`config.mk`:
```
export PLATFORM = sky130hd
export DESIGN_NAME = bsob_bank
export DESIGN_NICKNAME = d
export VERILOG_FILES = /design/src/include/bsob_pkg.sv /design/src/hdl/bsob_gate_drive.sv /design/src/hdl/bsob_bank.sv
export SDC_FILE = /design/constraint.sdc
export NUM_CORES = 1
export LEC_CHECK = 0
export BUFFER_PORTS_ARGS = -buffer_cell sky130_fd_sc_hd__buf_2
export CAP_MARGIN = 10
export CORE_AREA = 2 2 90 92
export DETAILED_ROUTE_END_ITERATION = 10
export DIE_AREA = 0 0 92 94
export HOLD_SLACK_MARGIN = 0.15
export PLACE_DENSITY_LB_ADDON = 0.08
export SLEW_MARGIN = 20
export SYNTH_ARGS = -nofsm -noshare
export SYNTH_HDL_FRONTEND = slang
export SYNTH_SLANG_ARGS = --single-unit
```
`constraint.sdc`:
```
create_clock -name clock -period 1.4 [get_ports clock]
set_clock_uncertainty 0.2 [all_clocks]
set_input_delay 0.14 -clock clock [delete_from_list [all_inputs] [get_ports clock]]
set_output_delay 0.14 -clock clock [all_outputs]
set_load 0.05 [all_outputs]
```
`src/include/bsob_pkg.sv`:
```
package bsob_pkg;

  // Register indices on the plain port
  localparam logic [4:0] ADDR_CARRIER_REF   = 5'h01;
  localparam logic [4:0] ADDR_CARRIER_DRV   = 5'h02;
  localparam logic [4:0] ADDR_CARRIER_FIN   = 5'h03;
  localparam logic [4:0] ADDR_PEAKING_REF   = 5'h04;
  localparam logic [4:0] ADDR_PEAKING_DRV   = 5'h05;
  localparam logic [4:0] ADDR_PEAKING_FIN   = 5'h06;
  localparam logic [4:0] ADDR_STATUS        = 5'h08;
  localparam logic [4:0] ADDR_UNLOCK_KEY    = 5'h11;

  localparam logic [7:0] UNLOCK_PASSCODE    = 8'hE3;

  localparam int         REF_CODE_W         = 6;
  localparam logic [5:0] REF_CODE_MASK      = 6'h3F;

  // Factory codes (decimal 40 carrier, 34 peaking)
  localparam logic [5:0] FACTORY_CARRIER_REF = 6'h28;
  localparam logic [5:0] FACTORY_PEAKING_REF = 6'h22;
  localparam logic [7:0] FACTORY_GATE_OFFSET = 8'h80;
  // Used only when the one-time memory is blank
  localparam logic [5:0] BLANK_REF_CODE      = 6'h20;

  localparam int         STATUS_UNLOCK_BIT  = 0;
  localparam int         STATUS_TX_BIT      = 1;

  // Bias switching time limit, longest time rounds down
  localparam int CLOCK_MHZ        = 125;
  localparam int SWITCH_LIMIT_NS  = 100;
  localparam int SWITCH_LIMIT_CYC = (SWITCH_LIMIT_NS * CLOCK_MHZ) / 1000;

  typedef enum logic [0:0] {
    BSOB_LOAD,
    BSOB_RUN
  } bsob_phase_t;

endpackage : bsob_pkg

```
`src/hdl/bsob_gate_drive.sv`:
```
`timescale 1ns/1ps
// One bias group: shared ceiling, two offset codes, shut-off when transmit is off
module bsob_gate_drive (
  input  wire logic       clock,
  input  wire logic       reset,
  input  wire logic       tx_on,
  input  wire logic [5:0] ref_code,
  input  wire logic [7:0] driver_offset,
  input  wire logic [7:0] final_offset,
  output logic      [5:0] ceiling_code,
  output logic      [7:0] driver_gate_level,
  output logic      [7:0] final_gate_level,
  output logic            gates_on
);

  typedef struct packed {
    logic [5:0] ceil;
    logic [7:0] drv;
    logic [7:0] fin;
    logic       on;
  } bsob_gd_state_t;

  bsob_gd_state_t st_q;
  bsob_gd_state_t st_d;

  // Offset 0 gives full ceiling; each step lowers the gate monotonically
  function automatic logic [7:0] gate_level(input logic [7:0] off);
    gate_level = 8'hFF - off; // RQ10
  endfunction : gate_level

  always_comb begin
    st_d      = st_q;
    st_d.ceil = ref_code;              // RQ11
    st_d.on   = tx_on;                 // RQ1
    if (tx_on) begin
      st_d.drv = gate_level(driver_offset); // RQ12
      st_d.fin = gate_level(final_offset);  // RQ12
    end else begin
      // Gates grounded regardless of codes
      st_d.drv = 8'h00;                // RQ2
      st_d.fin = 8'h00;                // RQ2
    end
  end

  always_ff @(posedge clock) begin
    if (reset) begin
      st_q <= '0;
    end else begin
      st_q <= st_d;
    end
  end

  assign ceiling_code      = st_q.ceil;
  assign driver_gate_level = st_q.drv;
  assign final_gate_level  = st_q.fin;
  assign gates_on          = st_q.on;
endmodule : bsob_gate_drive

```
`src/hdl/bsob_bank.sv`:
```
`timescale 1ns/1ps
// Operation
// RQ1: Bias switches within 100 ns of enable.
// RQ2: Transmit off grounds every gate.
// RQ3: Reference code is 6 bits, top ignored.
// RQ4: Load from memory; writes need unlock.
// RQ5: Factory reference codes 40 and 34.
// RQ6: Passcode write to 17 enters unlock.
// RQ7: Unlocked writes update registers one to six.
// RQ8: Supply cycle reloads memory values.
// RQ9: Other value at 17 clears unlock.
// RQ10: Larger offset code lowers gate voltage.
// RQ11: Reference code sets both stage ceilings.
// RQ12: Each stage uses its own offset.
// RQ13: Bias applied without any host access.
// RQ14: Passcode is hexadecimal E3.
// RQ15: Bias registers always readable.
// RQ16: Locked writes dropped; unlock resets inactive.
module bsob_bank (
  input  wire logic       clock,
  input  wire logic       reset,
  input  wire logic       otp_programmed,
  input  wire logic       tx_enable,
  input  wire logic [4:0] reg_addr,
  input  wire logic [7:0] reg_wdata,
  input  wire logic       reg_write,
  input  wire logic       reg_read,
  output logic      [7:0] reg_rdata,
  output logic      [5:0] carrier_ceiling,
  output logic      [7:0] carrier_driver_gate,
  output logic      [7:0] carrier_final_gate,
  output logic            carrier_gates_on,
  output logic      [5:0] peaking_ceiling,
  output logic      [7:0] peaking_driver_gate,
  output logic      [7:0] peaking_final_gate,
  output logic            peaking_gates_on,
  output logic            override_unlock_state
);

  ////////////////////////////////////////////////////////////////////////////
  // State

  typedef struct packed {
    bsob_pkg::bsob_phase_t phase;
    logic                  unlock;
    logic [5:0]            carrier_ref;
    logic [7:0]            carrier_driver_gate_offset;
    logic [7:0]            carrier_final_gate_offset;
    logic [5:0]            peaking_ref;
    logic [7:0]            peaking_driver_gate_offset;
    logic [7:0]            peaking_final_gate_offset;
    logic [7:0]            rdata;
  } bsob_bank_state_t;

  bsob_bank_state_t st_q;
  bsob_bank_state_t st_d;

  function automatic logic is_bias_addr(input logic [4:0] a);
    is_bias_addr = (a >= bsob_pkg::ADDR_CARRIER_REF) && (a <= bsob_pkg::ADDR_PEAKING_FIN);
  endfunction : is_bias_addr

  ////////////////////////////////////////////////////////////////////////////
  // Next state

  always_comb begin
    st_d       = st_q;
    st_d.rdata = 8'h00;
    unique case (st_q.phase)
      bsob_pkg::BSOB_LOAD: begin
        // Reset stands for a power cycle of the control supply
        if (otp_programmed) begin
          st_d.carrier_ref = bsob_pkg::FACTORY_CARRIER_REF; // RQ4 RQ5 RQ8
          st_d.peaking_ref = bsob_pkg::FACTORY_PEAKING_REF; // RQ5
        end else begin
          // Blank memory: safe defaults protect the transistors
          st_d.carrier_ref = bsob_pkg::BLANK_REF_CODE;
          st_d.peaking_ref = bsob_pkg::BLANK_REF_CODE;
        end
        st_d.carrier_driver_gate_offset = bsob_pkg::FACTORY_GATE_OFFSET; // RQ8
        st_d.carrier_final_gate_offset  = bsob_pkg::FACTORY_GATE_OFFSET;
        st_d.peaking_driver_gate_offset = bsob_pkg::FACTORY_GATE_OFFSET;
        st_d.peaking_final_gate_offset  = bsob_pkg::FACTORY_GATE_OFFSET;
        st_d.phase = bsob_pkg::BSOB_RUN; // RQ13
      end
      bsob_pkg::BSOB_RUN: begin
        if (reg_write && reg_addr == bsob_pkg::ADDR_UNLOCK_KEY) begin
          st_d.unlock = (reg_wdata == bsob_pkg::UNLOCK_PASSCODE); // RQ6 RQ9 RQ14
        end
        // Locked writes fall through and are dropped
        if (reg_write && st_q.unlock && is_bias_addr(reg_addr)) begin // RQ4 RQ7 RQ16
          unique case (reg_addr)
            bsob_pkg::ADDR_CARRIER_REF:
              st_d.carrier_ref = reg_wdata[bsob_pkg::REF_CODE_W-1:0]; // RQ3
            bsob_pkg::ADDR_CARRIER_DRV: st_d.carrier_driver_gate_offset = reg_wdata;
            bsob_pkg::ADDR_CARRIER_FIN: st_d.carrier_final_gate_offset  = reg_wdata;
            bsob_pkg::ADDR_PEAKING_REF:
              st_d.peaking_ref = reg_wdata[bsob_pkg::REF_CODE_W-1:0]; // RQ3
            bsob_pkg::ADDR_PEAKING_DRV: st_d.peaking_driver_gate_offset = reg_wdata;
            default:                    st_d.peaking_final_gate_offset  = reg_wdata;
          endcase
        end
      end
    endcase
    // Reads work in any phase and lock state
    if (reg_read) begin // RQ15
      case (reg_addr)
        bsob_pkg::ADDR_CARRIER_REF: st_d.rdata = {2'b00, st_q.carrier_ref};
        bsob_pkg::ADDR_CARRIER_DRV: st_d.rdata = st_q.carrier_driver_gate_offset;
        bsob_pkg::ADDR_CARRIER_FIN: st_d.rdata = st_q.carrier_final_gate_offset;
        bsob_pkg::ADDR_PEAKING_REF: st_d.rdata = {2'b00, st_q.peaking_ref};
        bsob_pkg::ADDR_PEAKING_DRV: st_d.rdata = st_q.peaking_driver_gate_offset;
        bsob_pkg::ADDR_PEAKING_FIN: st_d.rdata = st_q.peaking_final_gate_offset;
        bsob_pkg::ADDR_STATUS: begin
          st_d.rdata[bsob_pkg::STATUS_UNLOCK_BIT] = st_q.unlock;
          st_d.rdata[bsob_pkg::STATUS_TX_BIT]     = tx_enable;
        end
        default: st_d.rdata = 8'h00;
      endcase
    end
  end

  always_ff @(posedge clock) begin
    if (reset) begin
      st_q <= '0; // RQ16
    end else begin
      st_q <= st_d;
    end
  end

  assign reg_rdata             = st_q.rdata;
  assign override_unlock_state = st_q.unlock;

  ////////////////////////////////////////////////////////////////////////////
  // Gate drive, one instance per group

  bsob_gate_drive u_carrier (
    .clock             (clock),
    .reset             (reset),
    .tx_on             (tx_enable),
    .ref_code          (st_q.carrier_ref),
    .driver_offset     (st_q.carrier_driver_gate_offset),
    .final_offset      (st_q.carrier_final_gate_offset),
    .ceiling_code      (carrier_ceiling),
    .driver_gate_level (carrier_driver_gate),
    .final_gate_level  (carrier_final_gate),
    .gates_on          (carrier_gates_on)
  );

  bsob_gate_drive u_peaking (
    .clock             (clock),
    .reset             (reset),
    .tx_on             (tx_enable),
    .ref_code          (st_q.peaking_ref),
    .driver_offset     (st_q.peaking_driver_gate_offset),
    .final_offset      (st_q.peaking_final_gate_offset),
    .ceiling_code      (peaking_ceiling),
    .driver_gate_level (peaking_driver_gate),
    .final_gate_level  (peaking_final_gate),
    .gates_on          (peaking_gates_on)
  );

  ////////////////////////////////////////////////////////////////////////////
  // Checks

  // Longest bias switching time in cycles; a local int so it can bound a delay range
  localparam int SWITCH_LIMIT = bsob_pkg::SWITCH_LIMIT_CYC;
endmodule : bsob_bank

```
Yosys cells after proc, flatten, opt, wreduce, memory -nomap -nowiden
Cells that the tools add are included.
{ "totals": {"output_inout_bits": 55, "regBits": 99} }
{ "op_classes": {"n_addsub": 4, "mux": 16, "magnitude_cmp": 2, "reduce_logical": 14, "n_eq_ne": 16, "bitwise_logic": 3} }
{ "op_table": {"columns": ["operator", "count"], "rows": [
  ["$pmux W44 S2", 1],
  ["$mux W54", 1],
  ["$mux W44", 1],
  ["$mux W8", 5],
  ["$pmux W6 S6", 1],
  ["$sub A8 B8 Y8 const A", 4],
  ["$eq A5 B3 Y1 const B", 3],
  ["$pmux W2 S7", 1],
  ["$reduce_and A2 Y1", 7],
  ["$mux W6", 2],
  ["$ne A2 B1 Y1 const B", 6],
  ["$eq A5 B2 Y1 const B", 2],
  ["$eq A8 B8 Y1 const B", 1],
  ["$eq A5 B1 Y1 const B", 1],
  ["$eq A5 B4 Y1 const B", 1],
  ["$eq A5 B5 Y1 const B", 1],
  ["$ge A5 B1 Y1 const B", 1],
  ["$le A5 B3 Y1 const B", 1],
  ["$reduce_or A5 Y1", 1],
  ["$logic_and A1 B1 Y1", 4],
  ["$mux W4", 1],
  ["$reduce_or A2 Y1", 2],
  ["$not A1 Y1", 3],
  ["$mux W1", 2],
  ["other kinds (2)", 2]
]} }

Logic depth before layout (Yosys ltp)
Gate-level depths: netlist of run 1.
{ "logic_depth": {"word_depth": 6, "mapped_depth": 6, "ltp_nobuf": 4} }

By module
From an unflattened synthesis of run 1, not the netlist that was laid out.
{ "unflattened": {"hier_cells": 356, "hier_area_um2": 3973.8} }
{ "by_module_without_submodules": {"columns": ["module", "n_inst", "area_per_inst_um2", "cells_per_inst"], "rows": [
  ["bsob_bank", 1, 2497.4, 258],
  ["bsob_gate_drive", 2, 738.2, 49]
]} }

Least setup slack after synthesis of run 1
No wires, ideal clock.
{ "synth_path": {"kind": "flip-flop to flip-flop", "startpoint": "register st_q, in the netlist override_unlock_state", "endpoint": "register st_q[49] in the netlist's numbering", "slack_ns": -0.415, "arrival_time_ns": 1.490, "t_required_ns": 1.075, "path_stages_with_launch": 6, "period_less_slack_ns": 1.815, "cell_sequence": "dfxtp_1 and4bb_4 buf_6 nand3b_4 mux2i_1 a21oi_1"} }
{ "synth_between": {"elab_chain_len": 4} }
{ "synth_lines": {"columns": ["item", "line_no", "rtl"], "rows": [
  ["start, declared", "bsob_bank.sv:55", "bsob_bank_state_t st_q;"],
  ["start signal, assigned", "bsob_bank.sv:126", "st_q <= st_d;"],
  ["$logic_and A1 B1 Y1 (2 in a row)", "bsob_bank.sv:90", "if (reg_write && st_q.unlock && is_bias_addr(reg_addr)) begin"],
  ["$ne A2 B1 Y1 (no line)", null, null],
  ["$reduce_and A2 Y1 (no line)", null, null]
]} }
Every way passes these cells.
A chain may end at the register's enable or synchronous reset.

Final worst setup path of run 1
{ "layout_path": {"startpoint": "register st_q, in the netlist override_unlock_state", "endpoint": "register st_q[51] in the netlist's numbering"} }
Same word-level chain as after synthesis.

==> qor.yml, run 1 <==
yosys:
  yosysSeqAreaShare_pct: 54.19
  yosysTopAreaCellShare_pct: 54.19
  ys_top_cells_by_area: "dfxtp_1 54%, mux2i_1 11%, nor2_1 7.0%, a21oi_1 2.9%, mux2_2 2.8%"
  synth_flop_cell: "dfxtp_1"
  syn_area_per_cell_um2: 10.36
  netlist_top_cells_count: "99 x dfxtp_1, 68 x nor2_1, 42 x mux2i_1"
  synth_edf_count: 0
  yosysMostFrequentCell: "dfxtp_1"
  syn_nets: 372
  yosys_warnings: 0
  syn_inst: 353
  synth_top_cell_by_area: "dfxtp_1"
  yosys.cell_types.count: 44
  async_flop_share_pct: 0
  yosys_register_bits: 99
  syn_area_um2: 3657
cells_and_area:
  drive_above_1_share_pct: 36.16
  layout.nets: 499
  diodes: 0
  fin_area_um2: 4861
  stdcell_count: 586
  area_delta_synth_final_pct: 32.91
  final_util_pct: 63.90
grt:
  grt_max_degree: 22
  grt_usage_pct: 24.23
  grt_pass1_wl_um: 15720
  grt_pass1_vias: 3000
  overflow: 0
  antenna_found_initial: 0
floorplanning:
  start_util_pct: 48.08
  coreArea_um2: 7607
  io_pins: 74
  dieWidth_um: 92
  die_area_um2: 8648
  rows: 32
  die_h_um: 94
pwr:
  p_int_mw: 3.937
  clkPwrFrac_pct: 32.8
  p_sw_mw: 1.416
  p_leak_nw: 2.389
  total_power_mw: 5.353
  powerDensity_nw_per_um2: 1101
  combPwrFrac_pct: 12.8
  power.share.sequential_pct: 54.4
  vdd_drop_max_uv: 553.4
  p_sw_share_pct: 26.46
worst_hold_path:
  hp-start: "reset"
  holdPathStages: 5
  hold_end: "reg_rdata[5]"
  min_path_type: "in2reg"
critical_path:
  crit_buf_inv: 0
  cpLargestDelayFamily: "simple AND/OR/NAND/NOR gates"
  r2r-start: "override_unlock_state"
  worstPathRequired_ns: 1.43
  rr_worst_depth: 4
  timing.rr.end: "st_q[51]"
  crit_chain: "and4bb_4 > nand3b_4 > mux2i_1 > a21oi_1"
  critPathArrivalTime_ns: 1.54
  slowest_stage: "dfxtp_4"
  path_max_fanout: 6
  critPathMaxStageDelay_ns: 0.37
  critPathKind: "reg2reg"
  rrSetupSlack_ns: -0.11
  worst_setup_path_end_kind: "register"
  start_kind: "register"
drt:
  drt_first_iter_violations: 100
  vias: 2984
  drc_errors: 0
  wl_met3_um: 389
  ant_nets: 0
  wire_per_inst_um: 17.11
  drt_pass1_iterations: 4
  wl_met2_um: 4672
  routed_via_density: 5.092
  routed_wl_um: 10030
  met1Wirelength_um: 4776
  top_layer_used: "met4"
sta:
  worstMarginPinSlew_ns: 0.3734
  tns_ns: -2.304
  timing.hold.ws_ns: 0.02209
  setup_ws_ns: -0.1074
  period_share_pct: 107.7
  setup_viol: 35
  clock.fmax_ghz: 0.6634
  rsz0062_at_grt: "true"
  fin_crit_ns: 1.507
  hold_viol: 0
  relSlewSlack_pct: 75.08
  drv_slew: 0
clock_tree:
  cts_max_level: 3
  cts-buffers-inserted: 9
  clk_path_buf_depth: 2
  clkSlewWorstSetupHoldPaths_ns: 0.09
  cts_sinks: 99
  clkLatencyLatePin_ns: 0.36
  cts_tree: "yes"
  cts-root-buf: "clkbuf_8"
place:
  place_ws_ns: -0.2652
  io_buffer_count: 73
  placedCellCount: 554
  dp_hpwl_um: 7267
  postPlaceCellArea_um2: 4374
  gp_congestion: 0.9200
outcome:
  violations: "negative setup slack"
  outcome: "complete, but fails checks"
job:
  maxCapViolCount: 0
==> worst min-delay path, delay by kind of cell <==
kind	cells	cell delay [ns]
buffers and inverters	3	0.27
AO/OA/AOI/OAI	1	0.04
AND/OR/NAND/NOR	1	0.08
==> logic make-up (layout without fill, tap and decap cells) <==
| logic type | Yosys count | count (layout) | synth area share [%] |
|---|---|---|---|
| compound gates | 42 | 42 | 7.527 |
| buf+inv | 32 | 163 | 5.713 |
| flops | 99 | 99 | 54.19 |
| mux | 51 | 51 | 14.27 |
| simple gates | 129 | 129 | 18.30 |
==> final cells by class <==
type                            count  area, um2
Multi-Input combinational cell    222       1556
Tap cell                          102      127.6
Fill cell                         690       2746
Clock inverter                      4      51.30
Clock buffer                       11      131.4
Sequential cell                    99       1988
Timing Repair Buffer              144      991.0
Inverter                            4      15.01
==> what timing repair did <==
| action | 4_1_cts | 5_1_grt |
|---|---|---|
| endpoints found under the hold margin | 99 | 20 |
| endpoints found under the setup margin | 35 | 71 |
| hold buffers | 14 | 4 |
| buffers inserted | 1 | 4 |
| pin swaps | 5 | 11 |
| resized for setup | 11 | 22 |
==> worst max-delay path by stage <==
| stage | from | end | slack (ns) | depth (start not counted) |
|---|---|---|---|---|
| floorplan | override_unlock_state | st_q[49] | -0.13 | 5 |
| global placement | reg_addr[1] | reg_rdata[1] | -0.25 | 6 |
| detailed placement | reg_addr[1] | reg_rdata[1] | -0.27 | 6 |
| CTS | override_unlock_state | st_q[51] | -0.1 | 4 |
| global route | override_unlock_state | st_q[49] | -0.19 | 4 |
| finish | override_unlock_state | st_q[51] | -0.11 | 4 |
==> placed cells by master (no fill, tap or decap), types with 2 or more instances in the layout <==
cell type and n:
a21oi_2 2, nand2_1 10, nand3_1 11, a32oi_1 2, clkinvlp_4 2, mux2_2 9
and3_1 2, nand3_2 2, mux2i_1 42, dfxtp_2 2, dlygate4sd3_1 14, a211oi_1 2
a221oi_1 2, buf_8 2, nor2b_1 14, inv_1 4, o21ai_0 2, a21oi_1 19
dlymetal6s4s_1 2, nand3_4 2, nor2_1 68, buf_4 51, a32o_1 2, a22oi_1 2
clkbuf_8 9, buf_6 6, dfxtp_1 96, a22oi_2 2, buf_2 69, clkbuf_1 2
nor4_2 2
==> state kept, by name (all words and copies together), names as in the netlist <==
signal and flops:
override_unlock_state 1, reg_rdata 8, st_q 45, u_carrier.ceiling_code 6, u_carrier.driver_gate_level 8, u_carrier.final_gate_level 8
u_peaking.ceiling_code 6, u_peaking.driver_gate_level 8, u_peaking.final_gate_level 8, u_peaking.gates_on 1
==> power by group through the flow <==
stage	logic [mW]	registers, mW	clock network, mW
after floorplan	0.192	3.18	0
after global placement	0.632	2.98	0
after detailed placement	0.635	2.98	0
after CTS	0.668	2.91	1.80
after global routing	0.724	2.92	1.90
final	0.685	2.91	1.75
==> routing by layer <==
layer,track usage (%),vias to the layer above
met5,0,-
met4,9.577,0
met3,3.933,16
met2,39.09,94
met1,32.64,1422
li1,-,1452
(Power assumes the default switching activity.)
==> inputs of run 2 (changes only) <==
==> constraint.sdc (replaced) <==
create_clock -name clock -period 1.4 [get_ports clock]
set_clock_uncertainty 0.2 [all_clocks]
set_input_delay 0.14 -clock clock [delete_from_list [all_inputs] [get_ports clock]]
set_output_delay 0.14 -clock clock [all_outputs]
set_load 0.02 [all_outputs]
==> run 2 against run 1 <==
  * The run ends with negative hold slack, negative setup slack left
  * Combinational power is 20% lower
  * Clock power hardly changed
  * Register-to-register slack better by 0.02 ns
  * Wire length is 0.48% higher
  * Count of clock-buffer cells in the layout stayed put
  * Maximum frequency is 1.2% higher
  * Total power is 2.5% lower
  * Worst setup slack better by 0.018 ns
==> qor.yml, run 2 (synthesis results as in run 1) <==
floorplanning:
  rows: 32  # unchanged
  io_pins: 74  # unchanged
  dieWidth_um: 92  # unchanged
  die_h_um: 94  # unchanged
  coreArea_um2: 7607  # unchanged
  die_area_um2: 8648  # unchanged
  start_util_pct: 48.08  # unchanged
cells_and_area:
  diodes: 0  # unchanged
  largest_reg_flops: 45  # unchanged
  regMostFlops: "st_q"  # unchanged
  area_delta_synth_final_pct: 34.21  # was 32.91%
  final_cell_mix: "95 x dfxtp_1, 71 x buf_2, 68 x nor2_1"  # was 96 x dfxtp_1, 69 x buf_2, 68 x nor2_1
  drive_above_1_share_pct: 33.81  # was 36.16%
  stdcell_count: 590  # was 586
  final_common_cell: "dfxtp_1"  # unchanged
  layout.nets: 503  # was 499
job:
  maxCapViolCount: 0  # unchanged
grt:
  overflow: 0  # unchanged
  antenna_found_initial: 0  # unchanged
  grt_max_degree: 37  # was 22
  grt_pass1_vias: 2926  # was 3000
  grt_pass1_wl_um: 15470  # was 15720 um
  grt_usage_pct: 23.88  # was 24.23%
sta:
  fin_crit_ns: 1.489  # was 1.507 ns
  rsz0062_at_grt: "true"  # unchanged
  relSlewSlack_pct: 68.08  # was 75.08%
  drv_slew: 0  # unchanged
  period_share_pct: 106.4  # was 107.7%
  hold_viol: 2  # was 0
  setup_ws_ns: -0.08929  # was -0.1074 ns
  clock.fmax_ghz: 0.6715  # was 0.6634 GHz
  timing.hold.ws_ns: -0.05219  # was 0.02209 ns
  setup_viol: 35  # unchanged
  worstMarginPinSlew_ns: 0.4772  # was 0.3734 ns
  tns_ns: -1.879  # was -2.304 ns
critical_path:
  start_kind: "register"  # unchanged
  crit_chain: "and4bb_4 > nand3_4 > buf_6 > mux2i_1 > a21oi_1"  # was and4bb_4 > nand3b_4 > mux2i_1 > a21oi_1
  worstPathRequired_ns: 1.44  # was 1.43 ns
  critPathKind: "reg2reg"  # unchanged
  critPathMaxStageDelay_ns: 0.35  # was 0.37 ns
  path_max_fanout: 5  # was 6
  slowest_stage: "dfxtp_4"  # unchanged
  rrSetupSlack_ns: -0.09  # was -0.11 ns
  critPathArrivalTime_ns: 1.53  # was 1.54 ns
  worst_setup_path_end_kind: "register"  # unchanged
pwr:
  powerDensity_nw_per_um2: 1063  # was 1101 nW/um2
  vdd_drop_max_uv: 643.0  # was 553.4 uV
  p_leak_nw: 2.421  # was 2.389 nW
outcome:
  violations: "negative hold slack, negative setup slack"  # was negative setup slack
  outcome: "complete, but fails checks"  # unchanged
clock_tree:
  clk_path_buf_depth: 2  # unchanged
  cts-root-buf: "clkbuf_8"  # unchanged
  clkLatencyLatePin_ns: 0.36  # about the same
  cts_max_level: 3  # unchanged
  cts_tree: "yes"  # unchanged
  cts_sinks: 99  # unchanged
  clkSlewWorstSetupHoldPaths_ns: 0.09  # about the same
  cts-buffers-inserted: 9  # unchanged
drt:
  ant_nets: 0  # unchanged
  drt_first_iter_violations: 172  # was 100
  routed_via_density: 5.112  # was 5.092
  vias: 3016  # was 2984
  wire_per_inst_um: 17.08  # was 17.11 um
  routed_wl_um: 10080  # was 10030 um
  drt_pass1_iterations: 4  # unchanged
  drc_errors: 0  # unchanged
place:
  dp_hpwl_um: 7073  # was 7267 um
  io_buffer_count: 73  # unchanged
  gp_congestion: 0.9147  # was 0.9200
  placedCellCount: 549  # was 554
worst_hold_path:
  min_path_type: "in2reg"  # unchanged
run 2: power by group:
part | internal [mW] | total [mW] | switching (mW)
Sequential | 2.89 | 2.91 | 0.0274
Clock | 0.820 | 1.76 | 0.938
Combinational | 0.229 | 0.547 | 0.318
run 2: stage by stage:
step	setup slack (ns)	power (mW)	utilization [%]	cell area, um2
2_1_floorplan	-0.05519	3.234	-	3665
3_3_place_gp	-0.1523	3.467	57.55	4378
3_5_place_dp	-0.1529	3.470	57.55	4378
4_1_cts	-0.08761	5.241	63.65	4842
5_1_grt	-0.1478	5.402	64.52	4908
6_report	-0.08929	5.218	64.52	4908
run 2: final timing paths:
path	from	to	cells after the start
worst max-delay path	override_unlock_state	st_q[15]	5
worst min-delay path	reset	reg_rdata[1]	4
worst max register to register	override_unlock_state	st_q[15]	5
worst min register to register	st_q[44]	u_carrier.driver_gate_level[6]	1
run 2: repair_timing:
| item | CTS | global route |
|---|---|---|
| pin swaps | 7 | 7 |
| hold buffers | 24 | 3 |
| endpoints found under the hold margin | 99 | 16 |
| endpoints found under the setup margin | 34 | 40 |
| buffers inserted | 1 | 0 |
| resized for setup | 11 | 12 |
run 2: area by class of cell:
class / count / area [um2]
clock buffer: 11 / 131.4
fill: 667 / 2699
inverter: 4 / 15.01
tap: 102 / 127.6
clock inverter: 4 / 51.30
multi-input combinational: 222 / 1534
sequential: 99 / 1989
timing repair buffer: 148 / 1060
run 2: critical path: cells and delay by family (launching register included):
family | cells | cell delay [ns]
flops | 1 | 0.35
compound gates | 1 | 0.07
mux | 1 | 0.13
buf+inv | 1 | 0.15
simple gates | 2 | 0.46
run 2: per-layer routing:
layer / vias up / global-route usage [%] / wire length (um)
met5: - / 0 / 0
met4: 0 / 7.090 / 116
met3: 11 / 4.334 / 450
met2: 86 / 39.34 / 4769
met1: 1457 / 32.15 / 4740
li1: 1462 / - / -
==> inputs of run 3 (changes only) <==
--- a/config.mk
+++ b/config.mk
@@ -11,6 +11,7 @@
 export DETAILED_ROUTE_END_ITERATION = 10
 export DIE_AREA = 0 0 92 94
 export HOLD_SLACK_MARGIN = 0.15
+export MAX_ROUTING_LAYER = met4
 export PLACE_DENSITY_LB_ADDON = 0.08
 export SLEW_MARGIN = 20
 export SYNTH_ARGS = -nofsm -noshare
==> run 3 against run 2 <==
  * The flow finishes with violations (negative setup slack)
  * Total power down 0.64%
  * Hold slack better by 0.13 ns
  * Die area unchanged
  * Critical path depth unchanged
  * Register-to-register slack about the same
  * Via count down 2.4%
  * Utilization down 0.23 points
  * Worst setup slack worse by 0.012 ns
  * Sequential share of layout area up 0.12 points
  * Cell count down 0.85%
  * Sequential cell count unchanged
  * Global-route usage up 0.68 points
  * Critical path type unchanged
==> qor.yml, run 3 (synthesis results as in run 1) <==
floorplanning:
  dieWidth_um: 92  # unchanged
  coreArea_um2: 7607  # unchanged
  start_util_pct: 48.08  # unchanged
  die_h_um: 94  # unchanged
  rows: 32  # unchanged
  io_pins: 74  # unchanged
  die_area_um2: 8648  # unchanged
critical_path:
  worst_setup_path_end_kind: "register"  # unchanged
  timing.rr.end: "st_q[23]"  # was st_q[15]
  crit_buf_inv: 1  # unchanged
  r2r-start: "override_unlock_state"  # unchanged
  critPathArrivalTime_ns: 1.54  # was 1.53 ns
  start_kind: "register"  # unchanged
  critPathMaxStageDelay_ns: 0.36  # was 0.35 ns
  worstPathRequired_ns: 1.44  # about the same
  rr_worst_depth: 5  # unchanged
  rrSetupSlack_ns: -0.10  # was -0.09 ns
  crit_chain: "and4bb_4 > nand3_4 > buf_6 > mux2i_1 > a21oi_1"  # unchanged
  critPathKind: "reg2reg"  # unchanged
  slowest_stage: "and4bb_4"  # was dfxtp_4
  cpLargestDelayFamily: "simple AND/OR/NAND/NOR gates"  # unchanged
  path_max_fanout: 5  # unchanged
outcome:
  violations: "negative setup slack"  # was negative hold slack, negative setup slack
  outcome: "complete, but fails checks"  # unchanged
cells_and_area:
  regMostFlops: "st_q"  # unchanged
  stdcell_count: 585  # was 590
  largest_reg_flops: 45  # unchanged
  area_delta_synth_final_pct: 33.73  # was 34.21%
  drive_above_1_share_pct: 36.65  # was 33.81%
  diodes: 0  # unchanged
  fin_area_um2: 4891  # was 4908 um2
  final_cell_mix: "96 x dfxtp_1, 72 x buf_2, 68 x nor2_1"  # was 95 x dfxtp_1, 71 x buf_2, 68 x nor2_1
  final_common_cell: "dfxtp_1"  # unchanged
  layout.nets: 497  # was 503
  final_util_pct: 64.29  # was 64.52%
clock_tree:
  clkSlewWorstSetupHoldPaths_ns: 0.09  # about the same
  cts_tree: "yes"  # unchanged
  clkLatencyLatePin_ns: 0.36  # about the same
  cts_sinks: 99  # unchanged
  cts_max_level: 3  # unchanged
  cts-root-buf: "clkbuf_8"  # unchanged
  clk_path_buf_depth: 2  # unchanged
  cts-buffers-inserted: 9  # unchanged
sta:
  tns_ns: -2.397  # was -1.879 ns
  setup_ws_ns: -0.1016  # was -0.08929 ns
  relSlewSlack_pct: 72.61  # was 68.08%
  hold_viol: 0  # was 2
  clock.fmax_ghz: 0.6660  # was 0.6715 GHz
  timing.hold.ws_ns: 0.08145  # was -0.05219 ns
  fin_crit_ns: 1.502  # was 1.489 ns
  rsz0062_at_grt: "true"  # unchanged
  setup_viol: 42  # was 35
  drv_slew: 0  # unchanged
  worstMarginPinSlew_ns: 0.4104  # was 0.4772 ns
  period_share_pct: 107.3  # was 106.4%
place:
  place_ws_ns: -0.2599  # was -0.1529 ns
  gp_congestion: 0.9299  # was 0.9147
  io_buffer_count: 73  # unchanged
  dp_hpwl_um: 7223  # was 7073 um
  postPlaceCellArea_um2: 4345  # was 4378 um2
  placedCellCount: 548  # was 549
pwr:
  powerDensity_nw_per_um2: 1060  # was 1063 nW/um2
  vdd_drop_max_uv: 586.3  # was 643.0 uV
  p_leak_nw: 2.392  # was 2.421 nW
  total_power_mw: 5.185  # was 5.218 mW
worst_hold_path:
  min_path_type: "in2reg"  # unchanged
  holdPathStages: 5  # was 4
  hp-start: "reg_addr[3]"  # was reset
  hold_end: "reg_rdata[6]"  # was reg_rdata[1]
grt:
  antenna_found_initial: 0  # unchanged
  grt_max_degree: 37  # unchanged
  grt_pass1_wl_um: 15330  # was 15470 um
  grt_usage_pct: 24.57  # was 23.88%
  overflow: 0  # unchanged
  grt_pass1_vias: 2843  # was 2926
drt:
  routed_wl_um: 10180  # was 10080 um
  ant_nets: 0  # unchanged
  drt_first_iter_violations: 193  # was 172
  routed_via_density: 5.034  # was 5.112
  drc_errors: 0  # unchanged
  drt_pass1_iterations: 4  # unchanged
  wire_per_inst_um: 17.40  # was 17.08 um
  vias: 2945  # was 3016
job:
  maxCapViolCount: 0  # unchanged
run 3: layout make-up:
| type | count | area [um2] |
|---|---|---|
| multi-input combinational | 222 | 1562 |
| clock inverter | 5 | 36.28 |
| inverter | 4 | 15.01 |
| tap | 102 | 127.6 |
| timing repair buffer | 142 | 1011 |
| clock buffer | 11 | 151.4 |
| sequential | 99 | 1988 |
| fill | 677 | 2716 |
run 3: report_power, final:
group          internal [mW]  total (mW)  leakage (nW)  switching, mW
combinational          0.223       0.541          1.48          0.318
sequential              2.89        2.91         0.812         0.0260
clock                  0.748        1.73        0.0958          0.984
run 3: worst max-delay path by stage:
stage,start,end,slack (ns),depth (start not counted)
finish,override_unlock_state,st_q[23],-0.10,5
global route,override_unlock_state,st_q[16],-0.16,5
CTS,override_unlock_state,st_q[16],-0.11,5
detailed placement,reg_addr[2],reg_rdata[0],-0.26,6
global placement,reg_addr[2],reg_rdata[0],-0.25,6
floorplan,override_unlock_state,st_q[49],-0.06,5
run 3: metal layers:
metal | GRT usage (%) | vias to the layer above | part of all wire (%) | wire, um
met2 | 39.15 | 82 | 47 | 4766
li1 | - | 1451 | - | -
met3 | 3.371 | 16 | 4.5 | 459
met4 | 9.328 | 0 | 1.7 | 172
met1 | 32.09 | 1396 | 47 | 4779
met5 | - | - | 0 | 0
run 3: timing repair:
item,in CTS,in global routing
pin swaps,8,15
endpoints found under the setup margin,36,71
resized for setup,18,19
hold buffers,16,1
setup buffers,3,2
gates cloned,0,0
hold endpoints to repair,98,28
run 3: worst register-to-register path, delay by kind of cell, from the launching register on:
kind,cells,cell delay (ns)
simple gates,2,0.48
buf+inv,1,0.14
mux,1,0.14
compound gates,1,0.08
flops,1,0.35
